$ cat src/core/intvec_pkg.sv
package intvec_pkg;

  // ----------------------------------------------------------------
  // Sources and vectors
  // ----------------------------------------------------------------
  localparam int          NUM_SRC      = 46;
  localparam logic [5:0]  VEC_OFFSET   = 6'h08;
  localparam logic [23:0] PRI_TBL_BASE = 24'h000014;
  localparam logic [23:0] ALT_TBL_BASE = 24'h000114;
  // Request numbers 15, 18 and 45 are reserved
  localparam logic [NUM_SRC-1:0] RSVD_MASK = 46'h2000_0004_8000;

  // ----------------------------------------------------------------
  // Register offsets (byte addresses on APB)
  // ----------------------------------------------------------------
  localparam logic [7:0] OFS_FLAG_LO = 8'h00;
  localparam logic [7:0] OFS_FLAG_HI = 8'h04;
  localparam logic [7:0] OFS_EN_LO   = 8'h08;
  localparam logic [7:0] OFS_EN_HI   = 8'h0c;
  localparam logic [7:0] OFS_STATUS  = 8'h10;
  localparam logic [7:0] OFS_CORE    = 8'h14;
  localparam logic [7:0] OFS_ICON1   = 8'h18;
  localparam logic [7:0] OFS_PRIO0   = 8'h20;
  localparam int         PRIO_WORDS  = 6;
  localparam int         PRIO_PER_WD = 8;

  // ----------------------------------------------------------------
  // Field positions
  // ----------------------------------------------------------------
  localparam int FLD_LEVEL_LSB = 5;
  localparam int FLD_EXT_BIT   = 3;
  localparam int FLD_NEST_DIS  = 15;
  localparam int FLD_ALT       = 0;
  localparam int FLAG_HI_W     = NUM_SRC - 32;

  // ----------------------------------------------------------------
  // Reset values
  // ----------------------------------------------------------------
  localparam logic [2:0] PRIO_RST  = 3'h4;
  localparam logic [2:0] LEVEL_RST = 3'h0;

  // ----------------------------------------------------------------
  // Module state
  // ----------------------------------------------------------------
  typedef struct packed {
    logic [NUM_SRC-1:0]      flag;
    logic [NUM_SRC-1:0]      en;
    logic [NUM_SRC-1:0][2:0] prio;
    logic [2:0]              level;
    logic                    ext;
    logic                    nest_dis;
    logic                    alt;
    logic                    pready;
    logic                    pslverr;
    logic [31:0]             prdata;
    logic                    irq;
    logic                    vec_valid;
    logic [5:0]              vec_idx;
    logic [5:0]              vec_num;
    logic [2:0]              vec_prio;
    logic [23:0]             vec_addr;
  } state_s;

  localparam state_s STATE_RST = '{prio: {NUM_SRC{PRIO_RST}}, level: LEVEL_RST, default: '0};

endpackage

$ cat src/core/intvec_arbiter.sv
`timescale 1ns/10ps
module intvec_arbiter
  import intvec_pkg::*;
#(
  parameter int N = NUM_SRC
) (
  input  wire logic [N-1:0]      pend,
  input  wire logic [N-1:0][2:0] prio,
  input  wire logic [3:0]        level,
  output logic                   valid,
  output logic [5:0]             idx,
  output logic [2:0]             best
);

  // ----------------------------------------------------------------
  // Highest priority wins, lowest number on a tie
  // ----------------------------------------------------------------
  always_comb begin
    valid = 1'b0;
    idx   = 6'h00;
    best  = 3'h0;
    for (int i = 0; i < N; i++) begin
      if (pend[i] && ({1'b0, prio[i]} > level)) begin
        if (!valid || (prio[i] > best)) begin
          valid = 1'b1;
          idx   = 6'(i);
          best  = prio[i];
        end
      end
    end
  end

endmodule

$ cat src/core/interrupt_vector_priority.sv
`timescale 1ns/10ps
module interrupt_vector_priority
  import intvec_pkg::*;
(
  input  wire logic               pclk,
  input  wire logic               presetn,
  input  wire logic               psel,
  input  wire logic               penable,
  input  wire logic               pwrite,
  input  wire logic [7:0]         paddr,
  input  wire logic [31:0]        pwdata,
  output logic                    pready,
  output logic [31:0]             prdata,
  output logic                    pslverr,
  input  wire logic [NUM_SRC-1:0] irq_req,
  input  wire logic               cpu_ack,
  input  wire logic               ext_set,
  output logic                    irq,
  output logic                    vec_valid,
  output logic [5:0]              vec_num,
  output logic [2:0]              vec_prio,
  output logic [23:0]             vec_addr,
  output logic [3:0]              cpu_level
);

  // ----------------------------------------------------------------
  // State and arbiter
  // ----------------------------------------------------------------
  state_s     s_q;
  state_s     s_d;
  logic       arb_valid;
  logic [5:0] arb_idx;
  logic [2:0] arb_best;

  // Read value of one prio word
  function automatic logic [31:0] prio_word(input logic [NUM_SRC-1:0][2:0] p, input int w);
    logic [31:0] r;
    r = 32'h0000_0000;
    for (int k = 0; k < PRIO_PER_WD; k++) begin
      if (w * PRIO_PER_WD + k < NUM_SRC) begin
        r[4*k +: 3] = p[w * PRIO_PER_WD + k];
      end
    end
    return r;
  endfunction

  // Index of a prio word for an address, or -1
  function automatic int prio_sel(input logic [7:0] a);
    int r;
    r = -1;
    for (int w = 0; w < PRIO_WORDS; w++) begin
      if (a == OFS_PRIO0 + 8'(4 * w)) begin
        r = w;
      end
    end
    return r;
  endfunction

  // zero priority never beats a level
  intvec_arbiter #(
    .N (NUM_SRC)
  ) i_intvec_arbiter (
    .pend  (s_q.flag & s_q.en),
    .prio  (s_q.prio),
    .level ({s_q.ext, s_q.level}),
    .valid (arb_valid),
    .idx   (arb_idx),
    .best  (arb_best)
  );

  // ----------------------------------------------------------------
  // Next state
  // ----------------------------------------------------------------
  always_comb begin
    logic        acc;
    logic        wr;
    logic        hit;
    logic [31:0] rd;
    int          pw;
    acc = 1'b0;
    wr  = 1'b0;
    hit = 1'b0;
    rd  = 32'h0000_0000;
    pw  = -1;
    s_d = s_q;

    // APB: one wait state, write lands on the pready edge
    acc = psel & penable & s_q.pready;
    wr  = acc & pwrite;
    pw  = prio_sel(paddr);

    // Read mux and decode
    hit = 1'b1;
    unique case (paddr)
      OFS_FLAG_LO: rd = s_q.flag[31:0];
      OFS_FLAG_HI: rd = 32'(s_q.flag[NUM_SRC-1:32]);
      OFS_EN_LO:   rd = s_q.en[31:0];
      OFS_EN_HI:   rd = 32'(s_q.en[NUM_SRC-1:32]);
      // field at bits 7 to 5
      OFS_STATUS:  rd = 32'(s_q.level) << FLD_LEVEL_LSB;
      // extension bit shows level above seven
      OFS_CORE:    rd = 32'(s_q.ext) << FLD_EXT_BIT;
      OFS_ICON1:   rd = (32'(s_q.nest_dis) << FLD_NEST_DIS) | (32'(s_q.alt) << FLD_ALT);
      default: begin
        if (pw >= 0) begin
          rd = prio_word(s_q.prio, pw);
        end else begin
          hit = 1'b0;
        end
      end
    endcase

    s_d.pready  = psel & penable & ~s_q.pready;
    s_d.prdata  = (s_d.pready && !pwrite) ? rd : 32'h0000_0000;
    s_d.pslverr = s_d.pready & ~hit;

    // Enable and control writes
    if (wr) begin
      if (paddr == OFS_EN_LO) begin
        s_d.en[31:0] = pwdata;
      end
      if (paddr == OFS_EN_HI) begin
        s_d.en[NUM_SRC-1:32] = pwdata[FLAG_HI_W-1:0];
      end
      if (paddr == OFS_ICON1) begin
        s_d.nest_dis = pwdata[FLD_NEST_DIS];
        s_d.alt    = pwdata[FLD_ALT];
      end
      if (pw >= 0) begin
        for (int k = 0; k < PRIO_PER_WD; k++) begin
          if (pw * PRIO_PER_WD + k < NUM_SRC) begin
            s_d.prio[pw * PRIO_PER_WD + k] = pwdata[4*k +: 3];
          end
        end
      end
      if (paddr == OFS_STATUS && !s_q.nest_dis) begin
        s_d.level = pwdata[FLD_LEVEL_LSB +: 3];
      end
      if (paddr == OFS_CORE && !pwdata[FLD_EXT_BIT]) begin
        s_d.ext = 1'b0;
      end
    end

    // Flags: write one to clear
    if (wr && paddr == OFS_FLAG_LO) begin
      s_d.flag[31:0] = s_q.flag[31:0] & ~pwdata;
    end
    if (wr && paddr == OFS_FLAG_HI) begin
      s_d.flag[NUM_SRC-1:32] = s_q.flag[NUM_SRC-1:32] & ~pwdata[FLAG_HI_W-1:0];
    end

    // CPU accepts the presented vector and takes its level
    if (cpu_ack && s_q.vec_valid) begin
      s_d.flag[s_q.vec_idx] = 1'b0;
      s_d.level             = s_q.vec_prio;
    end

    s_d.flag = (s_d.flag | irq_req) & ~RSVD_MASK;

    // Hardware set of extension wins over software clear
    if (ext_set) begin
      s_d.ext = 1'b1;
    end

    // Level interrupt from unmasked sticky flags
    s_d.irq = |(s_d.flag & s_d.en);

    // blocking comes from the level compare
    s_d.vec_valid = arb_valid;
    s_d.vec_idx   = arb_idx;
    s_d.vec_prio  = arb_best;
    s_d.vec_num   = arb_idx + VEC_OFFSET;
    // table base plus two per number
    s_d.vec_addr  = (s_q.alt ? ALT_TBL_BASE : PRI_TBL_BASE) + {17'h0_0000, arb_idx, 1'b0};
  end

  // ----------------------------------------------------------------
  // State register
  // ----------------------------------------------------------------
  always_ff @(posedge pclk or negedge presetn) begin
    if (!presetn) begin
      s_q <= STATE_RST;
    end else begin
      s_q <= s_d;
    end
  end

  // Outputs straight from the state register
  assign pready    = s_q.pready;
  assign prdata    = s_q.prdata;
  assign pslverr   = s_q.pslverr;
  assign irq       = s_q.irq;
  assign vec_valid = s_q.vec_valid;
  assign vec_num   = s_q.vec_num;
  assign vec_prio  = s_q.vec_prio;
  assign vec_addr  = s_q.vec_addr;
  // effective level with extension on top
  assign cpu_level = {s_q.ext, s_q.level};

endmodule

$ cat config.mk
export PLATFORM = sky130hd
export DESIGN_NAME = interrupt_vector_priority
export DESIGN_NICKNAME = d
export VERILOG_FILES = /design/src/core/intvec_pkg.sv /design/src/core/intvec_arbiter.sv /design/src/core/interrupt_vector_priority.sv
export SDC_FILE = /design/constraint.sdc
export NUM_CORES = 1
export LEC_CHECK = 0
export BUFFER_PORTS_ARGS = -buffer_cell sky130_fd_sc_hd__buf_2
export CAP_MARGIN = 20
export CORE_MARGIN = 3
export CORE_UTILIZATION = 60
export CTS_CLUSTER_SIZE = 24
export DETAILED_ROUTE_END_ITERATION = 8
export PLACE_DENSITY = 0.86
export RECOVER_POWER = 100
export SKIP_CTS_REPAIR_TIMING = 1
export SLEW_MARGIN = 20
export SYNTH_ARGS = -nofsm -noshare
export SYNTH_HDL_FRONTEND = slang
export SYNTH_SLANG_ARGS = --single-unit
$ cat constraint.sdc
create_clock -name pclk -period 82.2 [get_ports pclk]
set_clock_uncertainty 0.2 [all_clocks]
set_input_delay 0 -clock pclk [delete_from_list [all_inputs] [get_ports pclk]]
set_output_delay 0 -clock pclk [all_outputs]
set_load 0.02 [all_outputs]
==> metrics.md <==
| Metric | Value |
|---|---|
| Hold_ws | `0.0116 ns` |
| Area fraction of the dominant cell type after synthesis | `0.253` |
| Number of synthesis warnings | `0` |
| # setup viols final | `0` |
| Max-cap violation count | `11` |
| Endpoints failing hold | `0` |
| Final Non-Filler Cells | `3,428` |
| FF+latch count, synth | `288` |
| Worst setup margin | `11.40 ns` |
| Static leakage | `11.7 nW` |
| Status | `finished with violations` |
| Share of layout cells above drive strength 1 | `0.163` |
| CP dominant cell by count | `ha_1` |
| Die extent in x | `206 um` |
| Critical path class | `reg -> reg` |
| Worst path bufs/invs | `11` |
| Critical Path End Type | `register` |
| Reg clk slew, reported paths | `0.07 ns` |
| Syn avg cell area | `8.97 um^2` |
| GP Congestion | `1.05` |
| Slowest CP cell | `inv_1` |
| Minimum clock period | `70.80 ns` |
| Core area | `39,000 um^2` |
| Synth async-reset ratio | `1.00` |
| Rows | `72` |
| Die height | `206 um` |
| Leading area contributor after synthesis | `dfrtp_1` |
| Total number of vias | `24,300` |
| Htree depth | `2` |
| Root Driver | `clkbuf_16` |
| Slew Limit Fails | `576` |
| Kind of cell adding the most delay to the critical path | `compound AO/OA/AOI/OAI gates` |
| Global route overflow | `0` |
| Maximum clock path buffer count | `3` |
| Placed cells | `3,227` |
| Pre-CTS setup slack | `15.36 ns` |
| Count of buffers from port buffering | `146` |
| Post-DP HPWL | `65.5 mm` |
| Final Util | `0.697` |
| GRT Resource Usage Total | `0.404` |
| Final ANT Viol Nets | `0` |
| Slew HR | `-3.40` |
| Post-synth EDFFs | `0` |
| Largest net degree at the start of global routing | `120` |
| Tcrit/Tclk final | `0.861` |
| Final Power | `0.335 mW` |
| Worst slew pin tran | `6.61 ns` |
| Initial antenna violation count | `3` |
| Commonest non-fill, non-tap cell in the layout | `nand2_1` |
| Cell area after synthesis | `23,900 um^2` |
| Crit path DAT | `71.08 ns` |
| Largest stage delay, worst path | `0.98 ns` |
| Nets@finish | `3,200` |
| Design area | `27,200 um^2` |
| Later-pin clock latency in the skew report | `0.56 ns` |
| Power density over the cells | `12.3 nW/um^2` |
| Routed len/inst | `26.5 um` |
| Setup TNS | `0 ns` |
| Most frequent cells in the layout | `305 x nand2_1, 241 x dfrtp_1, 226 x ha_1, 151 x o21ai_0, 150 x inv_1` |
| Vias in the first global route | `22,800` |
| TritonRoute pass-1 iters | `7` |
| Total routed wirelength | `91.0 mm` |
| Vias per cell | `7.09` |
| F_max | `14.1 MHz` |
| Req. time, crit path | `82.48 ns` |
| CTS tree | `built` |
| Post-synthesis sequential area ratio | `0.303` |
| Worst VDD drop | `0.0188 mV` |
| Failing checks | `max-capacitance violations, max-slew violations` |
| Kind of launch point of the worst setup path | `register` |
| Area after DPL | `24,800 um^2` |
| Post-synth top flop | `dfrtp_1` |
| Num Clock Sinks | `288` |
| DRC | `0` |
| First-pass GRT wire length | `131 mm` |
| Die ar. | `42,300 um^2` |
| Num CTS Buffers | `34` |
| Starting Density | `0.614` |
| Worst-path fanout max | `26` |
| Synthesis-to-layout area growth | `13.5%` |
| RSZ-0062 raised after global routing | `no` |
| Area contributors post-synth | `dfrtp_1 25%, ha_1 12%, mux2_2 8.7%` |
| Unique masters post-synth | `116` |
| IO Pins | `166` |
| DRT iter0 DRCs | `3,043` |
| Syn Inst Count | `2,669` |
| Hold WC Path Type | `in -> reg` |
## kinds of logic (layout without fill, tap and decap cells)
logic type                 after synthesis  after routing  synth area share
xor gates and xnor gates                 3              3           0.00110
adders and majority gates              232            232             0.121
buffers and inverters                  299            521            0.0582
AOI/OAI and AO/OA                      780            780             0.234
and+or+nand+nor                        816            816             0.168
DFF                                    288            288             0.303
other                                    1             20          0.000157
muxes                                  250            250             0.115
## power breakdown
| part | internal [mW] | switching [mW] | total (mW) |
|---|---|---|---|
| sequential | 0.142 | 0.000697 | 0.143 |
| clock | 0.0995 | 0.0699 | 0.169 |
| combinational | 0.00761 | 0.0146 | 0.0222 |
| total | 0.250 | 0.0852 | 0.335 |
## final timing paths
kind                               from          end  slack (ns)  cells after the start
max                        cpu_level[1]  vec_addr[6]       11.40                    308
min in group asynchronous       presetn  vec_addr[5]        2.28                      2
max reg2reg                cpu_level[1]  vec_addr[6]       11.40                    308
max in group asynchronous       presetn    async pin       69.46                      4
min                              pwrite    prdata[5]        0.01                      4
min reg2reg                     s_q[75]  vec_addr[8]        0.25                      0
## worst reg2reg max path, delay by kind of cell (launching register included)
kind / cells / cell delay (ns)
flip-flops: 1 / 0.42
multiplexers: 14 / 4.98
AO/OA/AOI/OAI: 153 / 35.96
buffers and inverters: 11 / 1.74
adder cells (fa/ha/maj): 48 / 14.04
AND/OR/NAND/NOR: 82 / 13.40
## cells in the mapped netlist, drive strengths merged, types with 8 or more instances
| library cell | number |
|---|---|
| a211oi | 20 |
| nor2b | 37 |
| o211a | 9 |
| a21boi | 10 |
| nand3b | 11 |
| o21a | 32 |
| o311ai | 13 |
| a211o | 8 |
| a21o | 48 |
| nand4b | 12 |
| nor3 | 38 |
| nor3b | 9 |
| a22oi | 31 |
| a311oi | 21 |
| a21oi | 146 |
| buf | 81 |
| clkbuf | 66 |
| nor2 | 146 |
| ha | 226 |
| a221o | 11 |
| o31a | 16 |
| inv | 152 |
| a31oi | 34 |
| nand4 | 11 |
| o31ai | 22 |
| mux2 | 185 |
| o211ai | 28 |
| a221oi | 15 |
| nor4 | 30 |
| o221ai | 15 |
| nand2 | 305 |
| o2111ai | 8 |
| and3 | 34 |
| dfrtp | 242 |
| mux2i | 64 |
| a31o | 51 |
| nand3 | 66 |
| o21ai | 157 |
| and2 | 38 |
| nand2b | 22 |
| or3 | 10 |
| a22o | 20 |
| dfstp | 46 |
| o22ai | 14 |
| or2 | 22 |
## layer usage
| layer | track usage | wire [um] | vias to the layer above |
|---|---|---|---|
| met4 | 0.277 | 8300 | 2 |
| li1 | - | - | 10400 |
| met5 | 0 | 13 | - |
| met2 | 0.612 | 38800 | 1865 |
| met3 | 0.109 | 11600 | 536 |
| met1 | 0.503 | 32300 | 11500 |
## area by class of cell
type / count / area [um^2]
Tap cell: 518 / 648
Clock inverter: 23 / 330
Clock buffer: 39 / 900
Timing Repair Buffer: 307 / 2140
Multi-Input combinational cell: 2098 / 15300
Fill cell: 2853 / 11800
Antenna cell: 3 / 7.51
Sequential cell: 288 / 7270
Inverter: 152 / 571
Power figures use the tool's default switching activity.
